**config.mk**
```make
export PLATFORM = sky130hd
export DESIGN_NAME = ppqs_pin_control
export DESIGN_NICKNAME = d
export VERILOG_FILES = /design/src/rtl/ppqs_pkg.sv /design/src/rtl/ppqs_pin_control.sv
export SDC_FILE = /design/constraint.sdc
export NUM_CORES = 1
export LEC_CHECK = 0
export ABC_AREA = 1
export BUFFER_PORTS_ARGS = -buffer_cell sky130_fd_sc_hd__buf_2
export CORE_MARGIN = 5
export CORE_UTILIZATION = 49
export CTS_CLUSTER_SIZE = 14
export DETAILED_ROUTE_END_ITERATION = 8
export GPL_ROUTABILITY_DRIVEN = 0
export PLACE_DENSITY = 0.85
export SLEW_MARGIN = 40
export SYNTH_ARGS = -nofsm -noshare
export SYNTH_HDL_FRONTEND = slang
export SYNTH_SLANG_ARGS = --single-unit
```
**constraint.sdc**
```tcl
create_clock -name clk -period 1.28 [get_ports clk]
set_input_delay 0.192 -clock clk [delete_from_list [all_inputs] [get_ports clk]]
set_output_delay 0.192 -clock clk [all_outputs]
set_load 0.02 [all_outputs]
```
**src/rtl/ppqs_pkg.sv**
```systemverilog
// Constants shared by the port P/Q/S pin control block
package ppqs_pkg;

	// Pin counts per port
	localparam int MOTOR_PINS = 6;
	localparam int PORTQ_PINS = 7;
	localparam int PORTS_PINS = 8;

	// APB geometry
	localparam int ADDR_W      = 8;
	localparam int DATA_W      = 32;
	localparam int IDX_W       = 6;
	localparam int IDX_LSB     = 2;
	localparam int REG_W       = 8;

	// Register indices; byte address is four times the index
	localparam logic [IDX_W-1:0] IDX_PORTS_IO_DATA        = 6'h08;
	localparam logic [IDX_W-1:0] IDX_PORTS_DIRECTION      = 6'h0a;
	localparam logic [IDX_W-1:0] IDX_MOTOR_DRIVE_STRENGTH = 6'h1b;
	localparam logic [IDX_W-1:0] IDX_MOTOR_PULL_ENABLE    = 6'h1c;
	localparam logic [IDX_W-1:0] IDX_MOTOR_PULL_POLARITY  = 6'h1d;
	localparam logic [IDX_W-1:0] IDX_PORTQ_IO_DATA        = 6'h20;
	localparam logic [IDX_W-1:0] IDX_PORTQ_PIN_LEVEL      = 6'h21;
	localparam logic [IDX_W-1:0] IDX_PORTQ_DIRECTION      = 6'h22;
	localparam logic [IDX_W-1:0] IDX_PORTQ_DRIVE_STRENGTH = 6'h23;
	localparam logic [IDX_W-1:0] IDX_PORTQ_PULL_ENABLE    = 6'h24;
	localparam logic [IDX_W-1:0] IDX_PORTQ_PULL_POLARITY  = 6'h25;

	// Reset values
	localparam logic [MOTOR_PINS-1:0] RST_MOTOR = 6'h00;
	localparam logic [PORTQ_PINS-1:0] RST_PORTQ = 7'h00;
	localparam logic [PORTS_PINS-1:0] RST_PORTS = 8'h00;

	// Port S pin positions of the shared functions
	localparam int PS_SPI_LSB = 4;
	localparam int PS_SPI_W   = 4;
	localparam int PS_S1_TX   = 3;
	localparam int PS_S1_RX   = 2;
	localparam int PS_S0_TX   = 1;
	localparam int PS_S0_RX   = 0;

	// Port Q pin positions of the motor PWM inputs
	localparam int PQ_FAULT_W = 4;
	localparam int PQ_SENSE_LSB = 4;
	localparam int PQ_SENSE_W = 3;

endpackage : ppqs_pkg
```
**src/rtl/ppqs_pin_control.sv**
```systemverilog
// Pin control for motor port drive/pull, port Q and port S with APB registers
//
// Design decision made here: the APB register port.
`timescale 1ns/10ps
// Functional notes
// - Drive-strength bit 1 gives reduced drive, 0 full; ignored on inputs.
// - Motor port drive-strength register holds six bits, 5 down to 0.
// - Pull-enable bit switches pull device on inputs only; no effect on outputs.
// - Pull polarity acts only when pin is input and pull enabled.
// - Polarity 0 selects pull-up, 1 selects pull-down, motor port and port Q.
// - Port Q gives motor PWM priority; enabled sense or fault makes pin input.
// - Port Q pins 3:0 feed fault inputs, pins 6:4 active-low current sense.
// - Port Q pins are high-impedance inputs during reset.
// - Data register read returns stored bit where direction bit is 1, pin level where it is 0.
// - Port Q pin-level register reads live pins; writes change nothing.
// - Port Q direction register bits 6:0; 0 input, 1 output.
// - Enabled motor PWM input forces input; direction bit rules again when off.
// - Port S gives SPI priority; pins 7:4 carry SS, SCK, MOSI, MISO.
// - Serial one uses pins 3:2, serial zero pins 1:0, transmit then receive.
// - Port S pins are high-impedance inputs during reset.
// - All read/write registers accept access at any time.
module ppqs_pin_control
	import ppqs_pkg::*;
#(
	parameter int MOTOR_N = MOTOR_PINS,
	parameter int QN      = PORTQ_PINS,
	parameter int SN      = PORTS_PINS
) (
	input  wire logic              clk,
	input  wire logic              rst_n,

	// APB slave
	input  wire logic              psel,
	input  wire logic              penable,
	input  wire logic              pwrite,
	input  wire logic [ADDR_W-1:0] paddr,
	input  wire logic [DATA_W-1:0] pwdata,
	output logic      [DATA_W-1:0] prdata,
	output logic                   pready,
	output logic                   pslverr,

	// Motor port pad controls
	input  wire logic [MOTOR_N-1:0] motorPinIsOutput,
	output logic      [MOTOR_N-1:0] motorReducedDrive,
	output logic      [MOTOR_N-1:0] motorPullEnable,
	output logic      [MOTOR_N-1:0] motorPullDown,

	// Port Q pads
	input  wire logic [QN-1:0]      portQPinIn,
	output logic      [QN-1:0]      portQPinOut,
	output logic      [QN-1:0]      portQPinOe_n,
	output logic      [QN-1:0]      portQReducedDrive,
	output logic      [QN-1:0]      portQPullEnable,
	output logic      [QN-1:0]      portQPullDown,

	// Motor PWM module side of port Q
	input  wire logic [QN-1:0]      motorInputFuncEn,
	output logic      [PQ_FAULT_W-1:0] motorFaultIn,
	output logic      [PQ_SENSE_W-1:0] currentSenseIn_n,

	// Port S pads
	input  wire logic [SN-1:0]      portSPinIn,
	output logic      [SN-1:0]      portSPinOut,
	output logic      [SN-1:0]      portSPinOe_n,

	// SPI side of port S (index 3 SS, 2 SCK, 1 MOSI, 0 MISO)
	input  wire logic              spiEnable,
	input  wire logic [PS_SPI_W-1:0] spiPinOut,
	input  wire logic [PS_SPI_W-1:0] spiPinDrive,
	output logic      [PS_SPI_W-1:0] spiPinIn,

	// Serial interfaces on port S
	input  wire logic              serialOneTxEn,
	input  wire logic              serialOneRxEn,
	input  wire logic              serialOneTransmit,
	output logic                   serialOneReceive,
	input  wire logic              serialZeroTxEn,
	input  wire logic              serialZeroRxEn,
	input  wire logic              serialZeroTransmit,
	output logic                   serialZeroReceive
);

	// Software-visible registers
	logic [MOTOR_N-1:0] motorDrive_ff;
	logic [MOTOR_N-1:0] motorPullEn_ff;
	logic [MOTOR_N-1:0] motorPullPol_ff;
	logic [QN-1:0]      qData_ff;
	logic [QN-1:0]      qDir_ff;
	logic [QN-1:0]      qDrive_ff;
	logic [QN-1:0]      qPullEn_ff;
	logic [QN-1:0]      qPullPol_ff;
	logic [SN-1:0]      sData_ff;
	logic [SN-1:0]      sDir_ff;
	logic [DATA_W-1:0]  prdata_ff;
	logic               pslverr_ff;
	logic               pinsLive_ff;

	// Bus decode
	logic [IDX_W-1:0]   regIdx;
	logic               aligned;
	logic               setupPhase;
	logic               wrStrobe;
	logic [REG_W-1:0]   wrByte;
	logic [REG_W-1:0]   nxt_rdByte;
	logic               nxt_err;

	// Pad steering
	logic [QN-1:0]      qEffOut;
	logic [SN-1:0]      sOwned;
	logic [SN-1:0]      sFnOut;
	logic [SN-1:0]      sFnDrive;
	logic [SN-1:0]      sEffOut;

	// APB decode; zero wait states so the access phase always completes
	assign regIdx     = paddr[IDX_LSB +: IDX_W];
	assign aligned    = (paddr[IDX_LSB-1:0] == 2'h0);
	assign setupPhase = psel & ~penable;
	assign wrStrobe   = psel & penable & pwrite & aligned;
	// Upper write data bits have no register behind them and are dropped
	assign wrByte     = pwdata[REG_W-1:0];
	assign pready     = psel & penable;
	assign prdata     = prdata_ff;
	assign pslverr    = pslverr_ff & pready;

	// Read data and error captured in the setup cycle, shown in the access cycle
	always_comb begin
		nxt_rdByte = 8'h00;
		nxt_err    = 1'b0;
		// Pin levels are sampled at the setup edge, so read data is one cycle old
		case (regIdx)
			IDX_PORTS_IO_DATA:        nxt_rdByte = (sDir_ff & sData_ff) | (~sDir_ff & portSPinIn);
			IDX_PORTS_DIRECTION:      nxt_rdByte = sDir_ff;
			IDX_MOTOR_DRIVE_STRENGTH: nxt_rdByte = REG_W'(motorDrive_ff);
			IDX_MOTOR_PULL_ENABLE:    nxt_rdByte = REG_W'(motorPullEn_ff);
			IDX_MOTOR_PULL_POLARITY:  nxt_rdByte = REG_W'(motorPullPol_ff);
			IDX_PORTQ_IO_DATA:        nxt_rdByte = REG_W'((qDir_ff & qData_ff) | (~qDir_ff & portQPinIn));
			IDX_PORTQ_PIN_LEVEL:      nxt_rdByte = REG_W'(portQPinIn);
			IDX_PORTQ_DIRECTION:      nxt_rdByte = REG_W'(qDir_ff);
			IDX_PORTQ_DRIVE_STRENGTH: nxt_rdByte = REG_W'(qDrive_ff);
			IDX_PORTQ_PULL_ENABLE:    nxt_rdByte = REG_W'(qPullEn_ff);
			IDX_PORTQ_PULL_POLARITY:  nxt_rdByte = REG_W'(qPullPol_ff);
			// Unmapped indices answer with an error and zero data
			default:                  nxt_err    = 1'b1;
		endcase
		// A misaligned address never aliases a register, whatever its index
		if (!aligned) begin
			nxt_rdByte = 8'h00;
			nxt_err    = 1'b1;
		end
	end

	always_ff @(posedge clk or negedge rst_n) begin
		if (!rst_n) begin
			prdata_ff <= 32'h0000_0000;
		end else if (setupPhase) begin
			// Writes return zero so a stale read value never leaks onto the bus
			prdata_ff <= pwrite ? 32'h0000_0000 : {{(DATA_W-REG_W){1'b0}}, nxt_rdByte};
		end
	end

	// Error flag is decided in the setup cycle, like the read data
	always_ff @(posedge clk or negedge rst_n) begin
		if (!rst_n) begin
			pslverr_ff <= 1'b0;
		end else if (setupPhase) begin
			pslverr_ff <= nxt_err;
		end
	end

	// Motor port drive strength, six bits only
	always_ff @(posedge clk or negedge rst_n) begin
		if (!rst_n) begin
			motorDrive_ff <= RST_MOTOR;
		end else if (wrStrobe && regIdx == IDX_MOTOR_DRIVE_STRENGTH) begin
			motorDrive_ff <= wrByte[MOTOR_N-1:0];
		end
	end

	// Motor port pull enable
	always_ff @(posedge clk or negedge rst_n) begin
		if (!rst_n) begin
			motorPullEn_ff <= RST_MOTOR;
		end else if (wrStrobe && regIdx == IDX_MOTOR_PULL_ENABLE) begin
			motorPullEn_ff <= wrByte[MOTOR_N-1:0];
		end
	end

	// Motor port pull polarity
	always_ff @(posedge clk or negedge rst_n) begin
		if (!rst_n) begin
			motorPullPol_ff <= RST_MOTOR;
		end else if (wrStrobe && regIdx == IDX_MOTOR_PULL_POLARITY) begin
			motorPullPol_ff <= wrByte[MOTOR_N-1:0];
		end
	end

	// Port Q data; stored even while the pin is an input
	always_ff @(posedge clk or negedge rst_n) begin
		if (!rst_n) begin
			qData_ff <= RST_PORTQ;
		end else if (wrStrobe && regIdx == IDX_PORTQ_IO_DATA) begin
			qData_ff <= wrByte[QN-1:0];
		end
	end

	// Port Q direction; reset leaves every pin an input
	always_ff @(posedge clk or negedge rst_n) begin
		if (!rst_n) begin
			qDir_ff <= RST_PORTQ;
		end else if (wrStrobe && regIdx == IDX_PORTQ_DIRECTION) begin
			qDir_ff <= wrByte[QN-1:0];
		end
	end

	// Port Q drive strength
	always_ff @(posedge clk or negedge rst_n) begin
		if (!rst_n) begin
			qDrive_ff <= RST_PORTQ;
		end else if (wrStrobe && regIdx == IDX_PORTQ_DRIVE_STRENGTH) begin
			qDrive_ff <= wrByte[QN-1:0];
		end
	end

	// Port Q pull enable
	always_ff @(posedge clk or negedge rst_n) begin
		if (!rst_n) begin
			qPullEn_ff <= RST_PORTQ;
		end else if (wrStrobe && regIdx == IDX_PORTQ_PULL_ENABLE) begin
			qPullEn_ff <= wrByte[QN-1:0];
		end
	end

	// Port Q pull polarity
	always_ff @(posedge clk or negedge rst_n) begin
		if (!rst_n) begin
			qPullPol_ff <= RST_PORTQ;
		end else if (wrStrobe && regIdx == IDX_PORTQ_PULL_POLARITY) begin
			qPullPol_ff <= wrByte[QN-1:0];
		end
	end

	// Port S data
	always_ff @(posedge clk or negedge rst_n) begin
		if (!rst_n) begin
			sData_ff <= RST_PORTS;
		end else if (wrStrobe && regIdx == IDX_PORTS_IO_DATA) begin
			sData_ff <= wrByte[SN-1:0];
		end
	end

	// Port S direction; reset leaves every pin an input
	always_ff @(posedge clk or negedge rst_n) begin
		if (!rst_n) begin
			sDir_ff <= RST_PORTS;
		end else if (wrStrobe && regIdx == IDX_PORTS_DIRECTION) begin
			sDir_ff <= wrByte[SN-1:0];
		end
	end

	// Port S pins stay undriven while reset is low, even if a peripheral asks to drive;
	// this costs one undriven cycle after release
	always_ff @(posedge clk or negedge rst_n) begin
		if (!rst_n) begin
			pinsLive_ff <= 1'b0;
		end else begin
			pinsLive_ff <= 1'b1;
		end
	end

	// Motor port pads; direction comes from the port P logic outside this block
	generate
		for (genvar mi = 0; mi < MOTOR_N; mi++) begin : g_pm
			assign motorReducedDrive[mi] = motorDrive_ff[mi] & motorPinIsOutput[mi];
			assign motorPullEnable[mi]   = motorPullEn_ff[mi] & ~motorPinIsOutput[mi];
			assign motorPullDown[mi]     = motorPullPol_ff[mi] & motorPullEnable[mi];
		end
	endgenerate

	// Port Q: an enabled motor PWM input overrides the direction bit
	// The data register keeps its value while a pin is forced to input
	generate
		for (genvar qi = 0; qi < QN; qi++) begin : g_pq
			assign qEffOut[qi]           = qDir_ff[qi] & ~motorInputFuncEn[qi];
			assign portQPinOut[qi]       = qData_ff[qi];
			assign portQPinOe_n[qi]      = ~qEffOut[qi];
			assign portQReducedDrive[qi] = qDrive_ff[qi] & qEffOut[qi];
			assign portQPullEnable[qi]   = qPullEn_ff[qi] & ~qEffOut[qi];
			assign portQPullDown[qi]     = qPullPol_ff[qi] & portQPullEnable[qi];
		end
	endgenerate

	// Pin levels reach the motor PWM module whatever the pin's GPIO role
	assign motorFaultIn      = portQPinIn[PQ_FAULT_W-1:0];
	assign currentSenseIn_n  = portQPinIn[PQ_SENSE_LSB +: PQ_SENSE_W];

	// Port S function ownership; receive pins are owned but never driven
	always_comb begin
		sOwned   = 8'h00;
		sFnOut   = 8'h00;
		sFnDrive = 8'h00;
		if (spiEnable) begin
			sOwned[PS_SPI_LSB +: PS_SPI_W]   = 4'hf;
			sFnOut[PS_SPI_LSB +: PS_SPI_W]   = spiPinOut;
			sFnDrive[PS_SPI_LSB +: PS_SPI_W] = spiPinDrive;
		end

		if (serialOneTxEn) begin
			sOwned[PS_S1_TX]   = 1'b1;
			sFnOut[PS_S1_TX]   = serialOneTransmit;
			sFnDrive[PS_S1_TX] = 1'b1;
		end

		// Receive pins are claimed so GPIO can never drive against the far end
		if (serialOneRxEn) begin
			sOwned[PS_S1_RX] = 1'b1;
		end

		if (serialZeroTxEn) begin
			sOwned[PS_S0_TX]   = 1'b1;
			sFnOut[PS_S0_TX]   = serialZeroTransmit;
			sFnDrive[PS_S0_TX] = 1'b1;
		end

		if (serialZeroRxEn) begin
			sOwned[PS_S0_RX] = 1'b1;
		end
	end

	// Per-pin mux between peripheral and GPIO
	// Ownership wins per pin; the direction bit rules again once the function is off
	genvar gi;
	generate
		for (gi = 0; gi < SN; gi++) begin : g_ps
			assign sEffOut[gi]      = sOwned[gi] ? sFnDrive[gi] : sDir_ff[gi];
			assign portSPinOut[gi]  = sOwned[gi] ? sFnOut[gi] : sData_ff[gi];
			assign portSPinOe_n[gi] = ~(sEffOut[gi] & pinsLive_ff);
		end
	endgenerate

	// Peripheral inputs see the pads directly; the peripheral gates by its own enable
	assign spiPinIn          = portSPinIn[PS_SPI_LSB +: PS_SPI_W];
	assign serialOneReceive  = portSPinIn[PS_S1_RX];
	assign serialZeroReceive = portSPinIn[PS_S0_RX];

endmodule : ppqs_pin_control

```
==> run summary <==
The run finished, with violations left. The checks that failed: negative setup slack. Row generation in the floorplan step produced 36 rows. The tools report the number of routed nets with antenna violations as 0. The part of the cycle the worst path needs came out at 116%. The routed design has 16400 µm of wire. In the final routed layout, each cell accounts on average for 15.8 µm. In this run the most critical hold path is launched from pwdata[7]. Setup violations remaining at the end of the flow were counted as 48.

The final design instance area without fill was 0.00689 mm². For this run, the total global-route usage over all layers was measured as 25.7%. The count of cells in the finished layout, fillers not included, comes to 1039.

Walking the worst path, the cells encountered are inv_2 -> nor2_4 -> nor3b_2 -> buf_4. The worst setup path is launched from a flop. Synthesis inferred 79 register bits. The largest stage delay on the critical path works out to 0.42 ns.

The leading area contributor after synthesis was sky130_fd_sc_hd__dfrtp_1. Worst path required time: 1.09 ns. For this run, design rule violations remaining after detail routing come to 0. Sequential elements use 41.1% of the synthesized area. The maximum ir drop on the vdd rail was 0.442 mV; the fraction of layout cells with a size suffix above 1 was 38.7%. In this run the critical register-to-register path is launched from motorPullEn_ff[3].

In the final timing run, aggregate negative setup slack is -4.06 ns. For the number of slew-limit violations in the final report, the log shows 0. The end point of the worst hold path was sData_ff[7]. Via count normalized by instance count: 5.37. The worst setup slack after layout came out at -0.206 ns. The post-CTS clock slew at the launch and capture registers of the worst setup and hold paths works out to 0.08 ns. The tools report the number of standard cells after synthesis as 688.

The tree is rooted in a sky130_fd_sc_hd__clkbuf_8. The number of instances in the placed design came out at 988. Sorting the synthesized cells by area gives the leading types as sky130_fd_sc_hd__dfrtp_1 (41%), sky130_fd_sc_hd__nand2_1 (17%), sky130_fd_sc_hd__nand3_1 (7.3%). The logs give 0 for the final hold violation count and 0 for the number of maximum-capacitance constraint violations. Summing over every cut layer, the via total after detailed routing is 5579. The slowest stage of the critical path belongs to the cell sky130_fd_sc_hd__dfrtp_1.

HPWL after detailed placement: 10700 µm. Counting distinct cell types in the post-synthesis netlist gives 28. The core region is 0.00968 mm².

The clock reaches the later pin of the worst-skew pair after 0.36 ns. Setup repair after global routing could not meet its margin everywhere. The highest fanout seen on the critical path came out at 3. The path class of the tightest hold or removal check is input port to flop.

TritonCTS built the clock tree. The synthesized area divided by synthesized cell count is 6.99 µm². STA puts the critical path data arrival time at 1.29 ns.

The category of the worst setup path capture point is a primary output. Across all register-to-register paths, the minimum setup slack is -0.08 ns. The total overflow left after global routing is 0. The worst setup path is of the flop to primary output kind.

Maximum operating frequency: 673 MHz. CTS built an H-tree with a depth of 3. Die outline area: 0.0119 mm². Counting cells, the worst reg-to-reg path comes to 8. In this run the count of I/O pins placed on the die edge is 204. The number of clock buffers added by TritonCTS is 9.

Hold timing on the final database bottoms out at a slack of 0.125 ns. The placed instances occupy a cell area of 0.00592 mm². In this run the cell area of the synthesized design comes to 0.00481 mm². The initial antenna violation count was 0; the largest clock skew in the final design was 0.00726 ns.

Number of warnings issued by yosys: 0. The first-pass iteration count of the detailed router was 7. The antenna diode count came out at 0. The horizontal die dimension is 109 µm.

For this design the static power due to leakage is 0.00368 µW. Input and output buffers added on the ports amount to 155. The shortest period the worst path allows came out at 1.49 ns.

Clock tree synthesis found a total of 79 sinks. The starting DRC count in detailed routing is 564, and the total power density per cell area is 804 mW/mm². The logs give 5086 for the via count of the first global-routing pass and 2 for the buffer levels on the longest clock path. The area growth from synthesis to layout is 43.3%. At the end of the flow, the number of nets in the layout was 989. The logs give 49.7% for the effective utilization at floorplan and 24200 µm for the global-route wire length before repair.

The critical register-to-register path endpoint was prdata[3]. Along the worst hold path, the cell count comes to 3. Of the post-synthesis cell area, the dominant cell type holds 41.1%. The die is 109 µm tall. Entering global routing, the biggest net connects 32 pins.
[registers in the layout, indices dropped and copies added (netlist names)]
signal / flops
motorDrive_ff: 6
sData_ff: 8
pslverr_ff: 1
qPullEn_ff: 7
qPullPol_ff: 7
sDir_ff: 8
pinsLive_ff: 1
portQPinOut: 7
qDrive_ff: 7
prdata: 8
motorPullPol_ff: 6
motorPullEn_ff: 6
qDir_ff: 7
[final cells by class]
type                            instances  area (µm²)
Fill cell                             688        2800
Multi-Input combinational cell        501        2520
Sequential cell                        79        1980
Timing Repair Buffer                  235        1720
Inverter                               75         284
Tap cell                              133         166
Clock buffer                           11         141
Clock inverter                          5        81.3
[routing by layer]
layer / up-vias / wire (µm) / track usage (%)
li1: 2555 / - / -
met1: 2582 / 6180 / 32.1
met2: 371 / 8060 / 44.2
met3: 71 / 1480 / 3.67
met4: 0 / 675 / 11.5
met5: - / 0 / 0
[through the flow]
stage          utilization, %  total power, µW  setup slack [ns]
2_1_floorplan               -             3050           -0.0422
3_3_place_gp             61.1             3330            -0.156
3_5_place_dp             61.1             3340            -0.171
4_1_cts                  68.6             5460            -0.156
5_1_grt                  71.1             5710            -0.242
6_report                 71.1             5540            -0.206
[worst max-delay path: cells and delay by family (launching register included)]
family	cells	cell delay, ns
and+or+nand+nor	2	0.24
buffers and inverters	2	0.26
DFF	1	0.42
[layout by cell type (no fill, tap or decap), types with 2 or more instances in the layout]
cell type,netlist,final
sky130_fd_sc_hd__buf_6,2,25
sky130_fd_sc_hd__buf_4,38,98
sky130_fd_sc_hd__nor2_2,2,20
sky130_fd_sc_hd__o21ai_2,8,9
sky130_fd_sc_hd__clkbuf_8,0,10
sky130_fd_sc_hd__inv_1,74,49
sky130_fd_sc_hd__o21a_1,3,3
sky130_fd_sc_hd__nand3_1,70,63
sky130_fd_sc_hd__nor3b_2,0,13
sky130_fd_sc_hd__nor2_1,79,51
sky130_fd_sc_hd__buf_12,0,9
sky130_fd_sc_hd__o21ai_0,66,63
sky130_fd_sc_hd__nand3_2,0,7
sky130_fd_sc_hd__nand2_2,0,9
sky130_fd_sc_hd__dfrtp_1,79,78
sky130_fd_sc_hd__o211ai_1,3,3
sky130_fd_sc_hd__conb_1,2,25
sky130_fd_sc_hd__nor2_4,1,11
sky130_fd_sc_hd__inv_2,0,24
sky130_fd_sc_hd__nand2_1,212,202
sky130_fd_sc_hd__bufinv_16,0,2
sky130_fd_sc_hd__nand4_1,7,7
sky130_fd_sc_hd__buf_2,8,102
sky130_fd_sc_hd__o21ai_1,0,2
[how the worst max path moves through the flow]
stage / startpoint / endpoint / slack [ns] / depth (start not counted)
global route: qDir_ff[3] / portQReducedDrive[3] / -0.24 / 5
floorplan: paddr[1] / qPullEn_ff[3] / -0.04 / 6
finish: qDir_ff[2] / portQPullDown[2] / -0.21 / 4
global placement: paddr[6] / prdata[6] / -0.16 / 11
detailed placement: paddr[1] / sDir_ff[5] / -0.17 / 7
CTS: qDir_ff[2] / portQReducedDrive[2] / -0.16 / 5
[cells by family (layout without fill, tap and decap cells)]
kind of cell / count (synthesis) / after routing / synth area share [%]
DFF: 79 / 79 / 41.1
other: 2 / 25 / 0.156
muxes: 2 / 2 / 0.468
and+or+nand+nor: 387 / 387 / 34.1
AOI/OAI and AO/OA: 87 / 87 / 10.4
buffers and inverters: 131 / 326 / 13.7
[cell usage after synthesis (all sizes together)]
cell type  instances
conb               2
o21a               3
o31ai              1
a22oi              1
nand3             70
nor2              82
a21oi              3
a21boi             2
clkinv             1
nand3b             1
nor3b             13
o211ai             3
o21ai             74
or2                1
buf               48
nand2            212
nor3               1
clkbuf             8
mux2               2
nand4              7
inv               74
dfrtp             79
[report_power, final]
group	total [µW]	internal [µW]	switching (µW)
Sequential	2560	2530	34.7
Clock	2130	1150	975
Combinational	851	309	542
[repair_timing]
item                                    in CTS  in global routing
pin swaps                                    9                 23
endpoints found under the setup margin      49                 60
gates resized for setup                    116                 63
setup buffers                               27                  8
hold buffers                                 1                  0
hold endpoints to repair                    19                  0
Note: power is estimated with default switching activity, not from simulation.
